--- config.mk ---
export PLATFORM = sky130hd
export DESIGN_NAME = pmnv_regs
export DESIGN_NICKNAME = d
export VERILOG_FILES = /design/src/hw/pmnv_pkg.sv /design/src/hw/pmnv_burn_seq.sv /design/src/hw/pmnv_regs.sv
export VERILOG_INCLUDE_DIRS = /design/src /design/src/hw
export SDC_FILE = /design/constraint.sdc
export NUM_CORES = 1
export LEC_CHECK = 0
export ABC_AREA = 1
export BUFFER_PORTS_ARGS = -buffer_cell sky130_fd_sc_hd__clkbuf_2
export CORE_MARGIN = 10
export CORE_UTILIZATION = 60
export CTS_BUF_LIST = sky130_fd_sc_hd__clkbuf_4
export CTS_CLUSTER_DIAMETER = 80
export DETAILED_ROUTE_END_ITERATION = 10
export PLACE_DENSITY = 0.88
export SETUP_SLACK_MARGIN = 0.05
export SLEW_MARGIN = 40
export SYNTH_ARGS = -nofsm -noshare
export SYNTH_HDL_FRONTEND = slang
export SYNTH_HIERARCHICAL = 1
export SYNTH_SLANG_ARGS = --single-unit
--- constraint.sdc ---
create_clock -name ref_clk -period 5.3 [get_ports ref_clk]
set_clock_uncertainty 0.05 [all_clocks]
set_input_delay 1.06 -clock ref_clk [delete_from_list [all_inputs] [get_ports ref_clk]]
set_output_delay 1.06 -clock ref_clk [all_outputs]
set_load 0.05 [all_outputs]
--- src/hw/pmnv_cfg.svh ---
/*
 * Offsets, field positions, fixed values and timing counts of the
 * nonvolatile status and slave-address register logic.
 * Assumes it is included by bare name wherever a constant is needed.
 */
`ifndef PMNV_CFG_SVH
`define PMNV_CFG_SVH

// Register image held in the device, offsets 0x00 to 0x10.
`define PMNV_IMG_WORDS      17
`define PMNV_IMG_LAST       5'h10
`define PMNV_ADDR_W         5

// Register offsets.
`define PMNV_OFS_SLAVE_ADDR 5'h0d
`define PMNV_OFS_BURN_CTRL  5'h0e
`define PMNV_OFS_PASSWORD   5'h11
`define PMNV_OFS_STATUS     5'h12
`define PMNV_OFS_PAGE       5'h13

// Field positions.
`define PMNV_BURN_BIT       5
`define PMNV_CRC_BIT        3
`define PMNV_RAIL2_IDX      1
`define PMNV_RAIL3_IDX      2

// Fixed upper slave-address bits A7 and A6.
`define PMNV_ADDR_TOP       2'h3

// Burn password; the value is arbitrary.
`define PMNV_PASSWORD       8'h5a

// Burn duration: 100 ms at 250 MHz.
`define PMNV_BURN_TIME_MS   100
`define PMNV_CLK_KHZ        250000
`define PMNV_BURN_CYCLES    `PMNV_TMR_W'(`PMNV_BURN_TIME_MS * `PMNV_CLK_KHZ)
`define PMNV_TMR_W          25

`endif

--- src/hw/pmnv_pkg.sv ---
/*
 * Types shared by the nonvolatile status register logic.
 * Assumes the constants header is compiled alongside.
 */
package pmnv_pkg;

	// Burn sequencer states, Gray coded along idle, copy, wait, done.
	typedef enum logic [1:0] {
		PMNV_IDLE = 2'h0,
		PMNV_COPY = 2'h1,
		PMNV_WAIT = 2'h3,
		PMNV_DONE = 2'h2
	} pmnv_burn_state_type;

endpackage : pmnv_pkg

--- src/hw/pmnv_burn_seq.sv ---
/*
 * Burn sequencer: streams the register image to the nonvolatile store
 * and then waits until the programming time, counted from the start of the copy, has elapsed before reporting completion.
 * Assumes the store accepts one word per enabled cycle.
 */
`timescale 1ns/1ps
`include "pmnv_cfg.svh"

module pmnv_burn_seq #(
	parameter logic [`PMNV_TMR_W-1:0] BURN_CYCLES = `PMNV_BURN_CYCLES
) (
	input  wire logic                    ref_clk,
	input  wire logic                    rst_n,
	input  wire logic                    ce,
	input  wire logic                    start,
	output logic                         busy,
	output logic                         done,
	output logic                         copy_en,
	output logic [`PMNV_ADDR_W-1:0]      copy_idx
);

	pmnv_pkg::pmnv_burn_state_type       state;
	pmnv_pkg::pmnv_burn_state_type       next_state;
	logic [`PMNV_TMR_W-1:0]              timer;
	wire                                 last_word;
	wire                                 timer_out;

	assign last_word = (copy_idx == `PMNV_IMG_LAST);
	assign timer_out = (timer >= BURN_CYCLES - 1'b1);
	assign busy      = (state != pmnv_pkg::PMNV_IDLE);
	assign done      = (state == pmnv_pkg::PMNV_DONE);
	assign copy_en   = (state == pmnv_pkg::PMNV_COPY);

	always_comb
	begin
		case (state)
			pmnv_pkg::PMNV_IDLE:
				next_state = start ? pmnv_pkg::PMNV_COPY : pmnv_pkg::PMNV_IDLE;
			pmnv_pkg::PMNV_COPY:
				next_state = last_word ? pmnv_pkg::PMNV_WAIT : pmnv_pkg::PMNV_COPY;
			pmnv_pkg::PMNV_WAIT:
				next_state = timer_out ? pmnv_pkg::PMNV_DONE : pmnv_pkg::PMNV_WAIT;
			pmnv_pkg::PMNV_DONE:
				next_state = pmnv_pkg::PMNV_IDLE;
			default:
				next_state = pmnv_pkg::PMNV_IDLE;
		endcase
	end

	always_ff @(posedge ref_clk)
	begin
		if (!rst_n)
		begin
			state    <= pmnv_pkg::PMNV_IDLE;
			timer    <= '0;
			copy_idx <= '0;
		end
		else if (ce)
		begin
			state    <= next_state;
			copy_idx <= copy_en ? copy_idx + 1'b1 : '0;
			timer    <= busy ? timer + 1'b1 : '0;
		end
	end

endmodule : pmnv_burn_seq

--- src/hw/pmnv_regs.sv ---
/*
 * System and status register logic of a four-rail buck controller:
 * register image, password-gated burn to nonvolatile storage, live
 * status, page index, slave-address selection and the secondary
 * supply gating of rails 2 and 3.
 * Assumes a byte-level I2C front end on ref_clk that presents decoded
 * slave-address bytes and register accesses, a nonvolatile store that
 * presents its image at reset, and rst_n driven by main-supply lockout.
 */
// Behaviour
// Secondary lockout turns rails 2 and 3 off; release turns both on.
// Thermal shutdown never resets any register.
// Bit 5 of 0x0E, reset 0, starts a burn when written 1.
// Writes are refused during a burn; reads still served; burn ~100 ms.
// Burn trigger bit clears itself when the burn completes.
// Page index increments by one after each completed burn.
// Master should rewrite registers 0x00 to 0x10 before a burn.
// Trigger write accepted only after correct password written to 0x11.
// Status 0x12 bits 7 to 4 show rail 1 to 4 power good; code puts rail 4 at bit 7, rail 1 at bit 4.
// Power-good and thermal bits are live, never latched.
// Status bit 3 reads 1 while die is above 120 degrees.
// Status bit 2 reads 1 while in thermal shutdown.
// Bit 3 of 0x13 flags a bad or blank nonvolatile page.
// Bits 2:0 of 0x13 hold the current page index.
// Address byte is seven address bits and direction; match seven.
// In address-pin mode pin band gives A2:A1, register gives A5:A3.
// Pin bands select addresses 68h, 69h, 6Ah and 6Bh.
// Otherwise A5 to A1 come from bits 4:0 of register 0x0D.
// A7 and A6 are fixed at one.
// Default slave address is 68h.
// A changed register address takes effect at once.
// Main lockout resets all registers; secondary lockout does not.
// Register reset values load from the nonvolatile image.
// Password is a constant and unlocks only the next trigger write.
// Pin band arrives as a two-bit code, sampled while bus idles.
`timescale 1ns/1ps
`include "pmnv_cfg.svh"

module pmnv_regs #(
	parameter logic [`PMNV_TMR_W-1:0] BURN_CYCLES = `PMNV_BURN_CYCLES
) (
	input  wire logic                          ref_clk,
	input  wire logic                          rst_n,
	input  wire logic                          ce,
	// Slave-address byte from the I2C front end.
	input  wire logic                          addr_valid,
	input  wire logic [7:0]                    addr_byte,
	output logic                               addr_hit,
	output logic                               addr_read,
	input  wire logic                          bus_idle,
	// Register access from the I2C front end.
	input  wire logic                          wr_req,
	input  wire logic [7:0]                    reg_addr,
	input  wire logic [7:0]                    wr_data,
	output logic                               wr_ack,
	output logic                               wr_nack,
	input  wire logic                          rd_req,
	output logic                               rd_valid,
	output logic [7:0]                         rd_data,
	// Pins and analog comparators.
	input  wire logic [3:0]                    rail_good_pin,
	input  wire logic                          die_heat_pin,
	input  wire logic                          thermal_shutdown_pin,
	input  wire logic                          secondary_supply_ok_pin,
	input  wire logic [1:0]                    addr_band_pin,
	input  wire logic                          gpio_is_addr,
	// Rail enables from the sequencer and gated enables out.
	input  wire logic [3:0]                    rail_en_seq,
	output logic [3:0]                         rail_en,
	// Nonvolatile store.
	input  wire logic [8*`PMNV_IMG_WORDS-1:0]  nv_image,
	input  wire logic [2:0]                    nv_page_init,
	input  wire logic                          nv_crc_err,
	input  wire logic                          nv_blank,
	output logic                               nv_wr_en,
	output logic [`PMNV_ADDR_W-1:0]            nv_wr_addr,
	output logic [7:0]                         nv_wr_data,
	output logic                               nv_burn_busy
);

	////////////////////////////////////////////////////////////////////
	// Storage and declarations.

	logic [7:0]                    image [0:`PMNV_IMG_WORDS-1];
	logic [2:0]                    nv_page_number;
	logic                          burn_unlock;
	logic [3:0]                    good_meta;
	logic [3:0]                    good_sync;
	logic [2:0]                    misc_meta;
	logic [2:0]                    misc_sync;
	logic [1:0]                    band_meta;
	logic [1:0]                    band_sync;
	logic [1:0]                    addr_band;
	logic [3:0]                    rail_en_q;
	wire                           burn_busy;
	wire                           burn_done;
	wire                           copy_en;
	wire [`PMNV_ADDR_W-1:0]        copy_idx;
	wire                           wr_take;
	wire                           wr_image;
	wire                           wr_burn_ctrl;
	wire                           wr_password;
	wire                           burn_start;
	wire [7:0]                     burn_ctrl_wdata;
	wire [6:0]                     slave_addr;
	wire [4:0]                     addr_field;
	wire                           die_heat_alert;
	wire                           thermal_shutdown_flag;
	wire                           secondary_supply;
	wire [7:0]                     status_byte;
	wire [7:0]                     page_byte;
	wire [7:0]                     next_rd_data;
	wire [3:0]                     rail2_3_mask;

	// True when a register offset falls inside the held image.
	function automatic logic in_image(input logic [7:0] ofs);
		in_image = (ofs <= {3'h0, `PMNV_IMG_LAST});
	endfunction : in_image

	// Byte of the flattened nonvolatile image at a given offset.
	function automatic logic [7:0] nv_byte(
		input logic [8*`PMNV_IMG_WORDS-1:0] img,
		input int                            idx
	);
		nv_byte = img[8*idx +: 8];
	endfunction : nv_byte

	////////////////////////////////////////////////////////////////////
	// Pin synchronisers.

	always_ff @(posedge ref_clk)
	begin
		if (!rst_n)
		begin
			good_meta <= 4'h0;
			good_sync <= 4'h0;
			misc_meta <= 3'h0;
			misc_sync <= 3'h0;
			band_meta <= 2'h0;
			band_sync <= 2'h0;
		end
		else if (ce)
		begin
			good_meta <= rail_good_pin;
			good_sync <= good_meta;
			misc_meta <= {secondary_supply_ok_pin, thermal_shutdown_pin,
				die_heat_pin};
			misc_sync <= misc_meta;
			band_meta <= addr_band_pin;
			band_sync <= band_meta;
		end
	end

	assign die_heat_alert        = misc_sync[0];
	assign thermal_shutdown_flag = misc_sync[1];
	assign secondary_supply      = misc_sync[2];

	////////////////////////////////////////////////////////////////////
	// Burn sequencer.

	pmnv_burn_seq #(
		.BURN_CYCLES (BURN_CYCLES)
	) u_burn (
		.ref_clk  (ref_clk),
		.rst_n    (rst_n),
		.ce       (ce),
		.start    (burn_start),
		.busy     (burn_busy),
		.done     (burn_done),
		.copy_en  (copy_en),
		.copy_idx (copy_idx)
	);

	////////////////////////////////////////////////////////////////////
	// Write decode.

	// Refuse writes while burning.
	assign wr_take      = wr_req && !burn_busy;
	assign wr_ack       = wr_take;
	assign wr_nack      = wr_req && burn_busy;
	assign wr_image     = wr_take && in_image(reg_addr);
	assign wr_burn_ctrl = wr_take && (reg_addr == {3'h0, `PMNV_OFS_BURN_CTRL});
	assign wr_password  = wr_take && (reg_addr == {3'h0, `PMNV_OFS_PASSWORD});

	// Password gates trigger.
	assign burn_ctrl_wdata = {wr_data[7:`PMNV_BURN_BIT+1],
		wr_data[`PMNV_BURN_BIT] & burn_unlock,
		wr_data[`PMNV_BURN_BIT-1:0]};

	// Trigger starts burn.
	assign burn_start = wr_burn_ctrl && burn_ctrl_wdata[`PMNV_BURN_BIT];

	////////////////////////////////////////////////////////////////////
	// Register image.

	// Reset only by main lockout.
	// Thermal events never reset.
	always_ff @(posedge ref_clk)
	begin
		if (!rst_n)
		begin
			// Defaults from store image.
			for (int i = 0; i < `PMNV_IMG_WORDS; i++)
			begin
				image[i] <= nv_byte(nv_image, i);
			end
			// Trigger resets clear.
			image[`PMNV_OFS_BURN_CTRL][`PMNV_BURN_BIT] <= 1'b0;
		end
		else if (ce)
		begin
			if (wr_burn_ctrl)
			begin
				image[`PMNV_OFS_BURN_CTRL] <= burn_ctrl_wdata;
			end
			else if (wr_image)
			begin
				image[reg_addr[`PMNV_ADDR_W-1:0]] <= wr_data;
			end
			// Trigger self-clears.
			if (burn_done)
			begin
				image[`PMNV_OFS_BURN_CTRL][`PMNV_BURN_BIT] <= 1'b0;
			end
		end
	end

	// Unlock lasts one trigger write.
	always_ff @(posedge ref_clk)
	begin
		if (!rst_n)
		begin
			burn_unlock <= 1'b0;
		end
		else if (ce)
		begin
			if (wr_password)
			begin
				burn_unlock <= (wr_data == `PMNV_PASSWORD);
			end
			else if (wr_burn_ctrl)
			begin
				burn_unlock <= 1'b0;
			end
		end
	end

	// Page index advances.
	always_ff @(posedge ref_clk)
	begin
		if (!rst_n)
		begin
			nv_page_number <= nv_page_init;
		end
		else if (ce && burn_done)
		begin
			nv_page_number <= nv_page_number + 3'h1;
		end
	end

	////////////////////////////////////////////////////////////////////
	// Image copy to the store; the trigger bit is stored as zero.

	assign nv_burn_busy = burn_busy;

	always_ff @(posedge ref_clk)
	begin
		if (!rst_n)
		begin
			nv_wr_en   <= 1'b0;
			nv_wr_addr <= '0;
			nv_wr_data <= 8'h00;
		end
		else if (ce)
		begin
			nv_wr_en   <= copy_en;
			nv_wr_addr <= copy_idx;
			nv_wr_data <= (copy_idx == `PMNV_OFS_BURN_CTRL) ?
				(image[copy_idx] & ~(8'h01 << `PMNV_BURN_BIT)) :
				image[copy_idx];
		end
	end

	////////////////////////////////////////////////////////////////////
	// Read path.

	// Rail good bits.
	// Live values.
	// Heat alert bit.
	// Shutdown bit.
	assign status_byte = {good_sync, die_heat_alert, thermal_shutdown_flag,
		2'h0};

	// Bad or blank page.
	// Page index field.
	assign page_byte = {4'h0, nv_crc_err | nv_blank, nv_page_number};

	assign next_rd_data =
		in_image(reg_addr) ? image[reg_addr[`PMNV_ADDR_W-1:0]] :
		(reg_addr == {3'h0, `PMNV_OFS_STATUS}) ? status_byte :
		(reg_addr == {3'h0, `PMNV_OFS_PAGE})   ? page_byte :
		8'h00;

	// Reads served while burning.
	always_ff @(posedge ref_clk)
	begin
		if (!rst_n)
		begin
			rd_valid <= 1'b0;
			rd_data  <= 8'h00;
		end
		else if (ce)
		begin
			rd_valid <= rd_req;
			if (rd_req)
			begin
				rd_data <= next_rd_data;
			end
		end
	end

	////////////////////////////////////////////////////////////////////
	// Slave-address selection.

	// Band sampled on idle bus.
	always_ff @(posedge ref_clk)
	begin
		if (!rst_n)
		begin
			addr_band <= 2'h0;
		end
		else if (ce && bus_idle)
		begin
			addr_band <= band_sync;
		end
	end

	// Pin mode mixes sources.
	// Band code gives A2:A1.
	// Register mode field.
	assign addr_field = gpio_is_addr ?
		{image[`PMNV_OFS_SLAVE_ADDR][4:2], addr_band} :
		image[`PMNV_OFS_SLAVE_ADDR][4:0];

	// Fixed top bits.
	// Default field gives 68h.
	// Image feeds match directly.
	assign slave_addr = {`PMNV_ADDR_TOP, addr_field};

	// Match seven bits only.
	assign addr_hit  = addr_valid && (addr_byte[7:1] == slave_addr);
	assign addr_read = addr_byte[0];

	////////////////////////////////////////////////////////////////////
	// Secondary supply gating of rails 2 and 3.

	// Both rails drop and rise together.
	assign rail2_3_mask = secondary_supply ? 4'hf :
		~((4'h1 << `PMNV_RAIL2_IDX) | (4'h1 << `PMNV_RAIL3_IDX));

	always_ff @(posedge ref_clk)
	begin
		if (!rst_n)
		begin
			rail_en_q <= 4'h0;
		end
		else if (ce)
		begin
			rail_en_q <= rail_en_seq & rail2_3_mask;
		end
	end

	assign rail_en = rail_en_q;

endmodule : pmnv_regs

==> metrics.md <==
| Metric | Value |
|---|---|
| H-tree depth | 3 |
| Clock sink count | 339 |
| Family with the most delay on the worst path | simple AND/OR/NAND/NOR gates |
| Power density over the cells | 280 nW/um2 |
| Chip Height | 200 um |
| First-pass GRT wire length | 95,800 um |
| Hold Vio Cnt, Final | 0 |
| Post-route ant nets | 0 |
| Largest net degree at the start of global routing | 103 |
| DR iter-0 viols | 2,208 |
| CTS resizes | 0 |
| CTS tree | yes |
| Cells on worst reg2reg path | 9 |
| Root Driver | clkbuf_4 |
| DRT Pass-1 Iters | 6 |
| Worst r2r dst | image[10][1]$_DFFE_PP_ |
| Final worst path period need | 3.31 ns |
| WL final | 62,800 um |
| Setup WS pre-CTS | 1.63 ns |
| P&R area growth vs syn | 14.0% |
| Global route overflow | 0 |
| Seq/Total Area, Yosys | 48.2% |
| CP endpoint kind | primary output |
| Yosys top cell area share | 40.0% |
| Worst hold path startpoint | misc_sync[0]$_SDFFE_PN0P_ |
| Status | finished clean |
| Initial antenna violation count | 1 |
| Hold-critical path depth | 2 |
| Area leader, netlist | edfxtp_1 |
| Slew Limit Fails | 0 |
| Setup slack, reg-to-reg | 2.27 ns |
| Drt drc | 0 |
| FMAX | 302 MHz |
| Max VDD drop | 193 uV |
| Initial Utilization | 61.1% |
| R2R Path Start | u_burn/state[1]$_SDFFE_PN0P_ |
| Reg clk slew, reported paths | 0.07 ns |
| Share of layout cells above drive strength 1 | 17.7% |
| PnR worst setup slack | 1.99 ns |
| Post-DP Area | 21,100 um2 |
| Post-Syn Area | 19,400 um2 |
| Clk_lat worst skew | 0.81 ns |
| Placer Congestion | 0.964 |
| Slew @ Worst Pin | 0.875 ns |
| Setup TNS | 0 ns |
| Finished Cell Area | 22,200 um2 |
| Final setup viols | 0 |
| Total global routing track utilization | 30.9% |
| Synth Instances | 2,577 |
| Die ar. | 40,000 um2 |
| Top-count cell post-synth | nand2_1 |
| RSZ-0062 raised after global routing | false |
| Hold Crit Class | flip-flop to flip-flop |
| Synth area leaders | edfxtp_1 40%, nand2_1 19%, dfxtp_1 8.2% |
| IO Pins | 218 |
| WL per Instance | 18.5 um |
| Row count | 65 |
| Worst EP required | 4.19 ns |
| Crit path max-delay cell type | nor2_1 |
| Post-CTS setup buffer count | 0 |
| TritonCTS Buffers | 88 |
| Filler cells | 2,604 |
| Vias | 18,700 |
| Seq cells post-synth | 339 |
| Asr flop ratio synth | 0% |
| Ys Warns | 6 |
| Path type of the worst setup path | flip-flop to primary output |
| Clock buffer depth | 3 |
| Pleak | 10.5 nW |
| Core area | 31,800 um2 |
| Endpoint, Worst Hold | misc_sync[0]$_SDFFE_PN0P_ |
| Period utilization | 62.5% |
| Crit path cell chain | inv_1 -> nand2_1 -> nor2_1 -> clkbuf_2 |
| Drt via density | 5.52 |
| Max FO, Critical Path | 5 |
| EDFF count, synth | 259 |
| Post-detail-place hpwl | 43,700 um |
| Slew margin rel. | 41.6% |
| Final nets | 3,080 |
| Die W | 200 um |
| WP data arrival | 2.20 ns |
| IO buf count | 215 |
| CP Buf/Inv Count | 2 |
| Max-cap viol count | 0 |
| Synth Area per Inst | 7.55 um2 |
| Top post-synthesis cells by count | 1,000 x nand2_1, 262 x o21ai_0, 259 x edfxtp_1, 257 x inv_1, 182 x nor2_1 |
| Crit path largest cell delay | 0.40 ns |
| CP startpoint kind | flip-flop |
| Hold_buf cts | 0 |
| Vias in the first global route | 18,200 |
| Synth cell types | 46 |
| Ys flop type | edfxtp_1 |
-- placed cells by master, fill, tap and decap left out, types with 2 or more instances in the layout --
cell type | Yosys | layout
nand2_2 | 13 | 13
clkinv_2 | 0 | 6
xor2_1 | 3 | 3
dfxtp_1 | 80 | 78
conb_1 | 1 | 120
nand3_1 | 122 | 122
edfxtp_1 | 259 | 259
xnor2_1 | 2 | 2
o211ai_1 | 9 | 9
o21a_1 | 3 | 3
nand4_1 | 14 | 14
inv_1 | 257 | 251
diode_2 | 0 | 2
nand2_1 | 1000 | 1000
nor3_1 | 15 | 11
clkinv_1 | 2 | 27
nor2_2 | 3 | 5
clkbuf_4 | 0 | 121
nor2_1 | 182 | 180
buf_4 | 5 | 25
buf_6 | 12 | 3
a211oi_1 | 2 | 2
ha_1 | 4 | 4
nor3_4 | 1 | 2
nor4_1 | 2 | 2
nand3_4 | 10 | 10
nor3b_1 | 2 | 2
clkbuf_2 | 0 | 214
o21ai_2 | 80 | 80
nand3_2 | 10 | 10
o21ai_1 | 16 | 16
nor3_2 | 5 | 8
o21ai_0 | 262 | 262
a21oi_1 | 62 | 62
inv_2 | 7 | 16
-- tightest hold or removal path, stage by stage (launching register included) --
cell and delay (ns):
dfxtp_1 0.30, inv_1 0.06, a21oi_1 0.06
-- registers in the layout, indices dropped and copies added, names as in the netlist, 5 cells and up --
signal,count
u_burn/timer,25
image,256
rd_data,8
u_burn/copy_idx,5
nv_wr_data,8
nv_wr_addr,5
-- per-layer routing --
| layer | part of all wire (%) | track usage [%] | wire length, um |
|---|---|---|---|
| met3 | 11 | 7.45 | 6860 |
| met2 | 47 | 50.0 | 29400 |
| met1 | 38 | 37.3 | 23600 |
| met4 | 4.8 | 17.3 | 3040 |
| met5 | 0 | 0 | 0 |
-- worst max-delay path by stage --
stage                             end                    startpoint  cells past startpoint
4_1_cts                        wr_ack  u_burn/state[0]$_SDFFE_PN0P_                      4
3_5_place_dp   image[10][4]$_DFFE_PP_                   reg_addr[1]                      9
2_1_floorplan                addr_hit                  addr_byte[5]                      4
3_3_place_gp   image[10][3]$_DFFE_PP_                   reg_addr[1]                      9
5_1_grt                      addr_hit        image[13][2]$_DFFE_PP_                      5
6_report                       wr_ack  u_burn/state[1]$_SDFFE_PN0P_                      4
-- area by class of cell --
| cell class | instances | area [um2] | share of cell area [%] |
|---|---|---|---|
| Timing Repair Buffer | 242 | 1290 | 5.83 |
| Inverter | 268 | 1010 | 4.57 |
| Clock inverter | 37 | 181 | 0.818 |
| Clock buffer | 121 | 908 | 4.10 |
| Antenna cell | 2 | 5.00 | 0.0226 |
| Multi-Input combinational cell | 1951 | 8840 | 39.9 |
| Tap cell | 435 | 544 | 2.46 |
| Sequential cell | 339 | 9380 | 42.3 |
-- power by group --
part	switching, W	leakage (nW)	total (W)	internal (W)
clock	0.00115	0.650	0.00226	0.00111
sequential	0.0000925	3.19	0.00316	0.00306
combinational	0.000551	6.65	0.000786	0.000234
-- cell families (layout without fill, tap and decap cells) --
family / Yosys count / in the layout / share of synthesized area [%]
compound gates: 438 / 438 / 13.1
xor+xnor: 5 / 5 / 0.225
fa+ha+maj: 4 / 4 / 0.257
buf+inv: 406 / 668 / 8.76
flops: 339 / 339 / 48.2
other cells: 1 / 122 / 0.0193
simple gates: 1384 / 1384 / 29.5
-- metrics by stage --
step | hold slack, ns | std cells | util [%] | power [W]
2_1_floorplan | 0.379 | 2696 | - | 0.00366
3_3_place_gp | 0.397 | 3235 | 66.2 | 0.00394
3_5_place_dp | 0.403 | 3235 | 66.3 | 0.00397
4_1_cts | 0.402 | 3393 | 69.7 | 0.00620
5_1_grt | 0.433 | 3394 | 69.7 | 0.00645
6_report | 0.417 | 3395 | 69.7 | 0.00620
(Power assumes the default switching activity.)
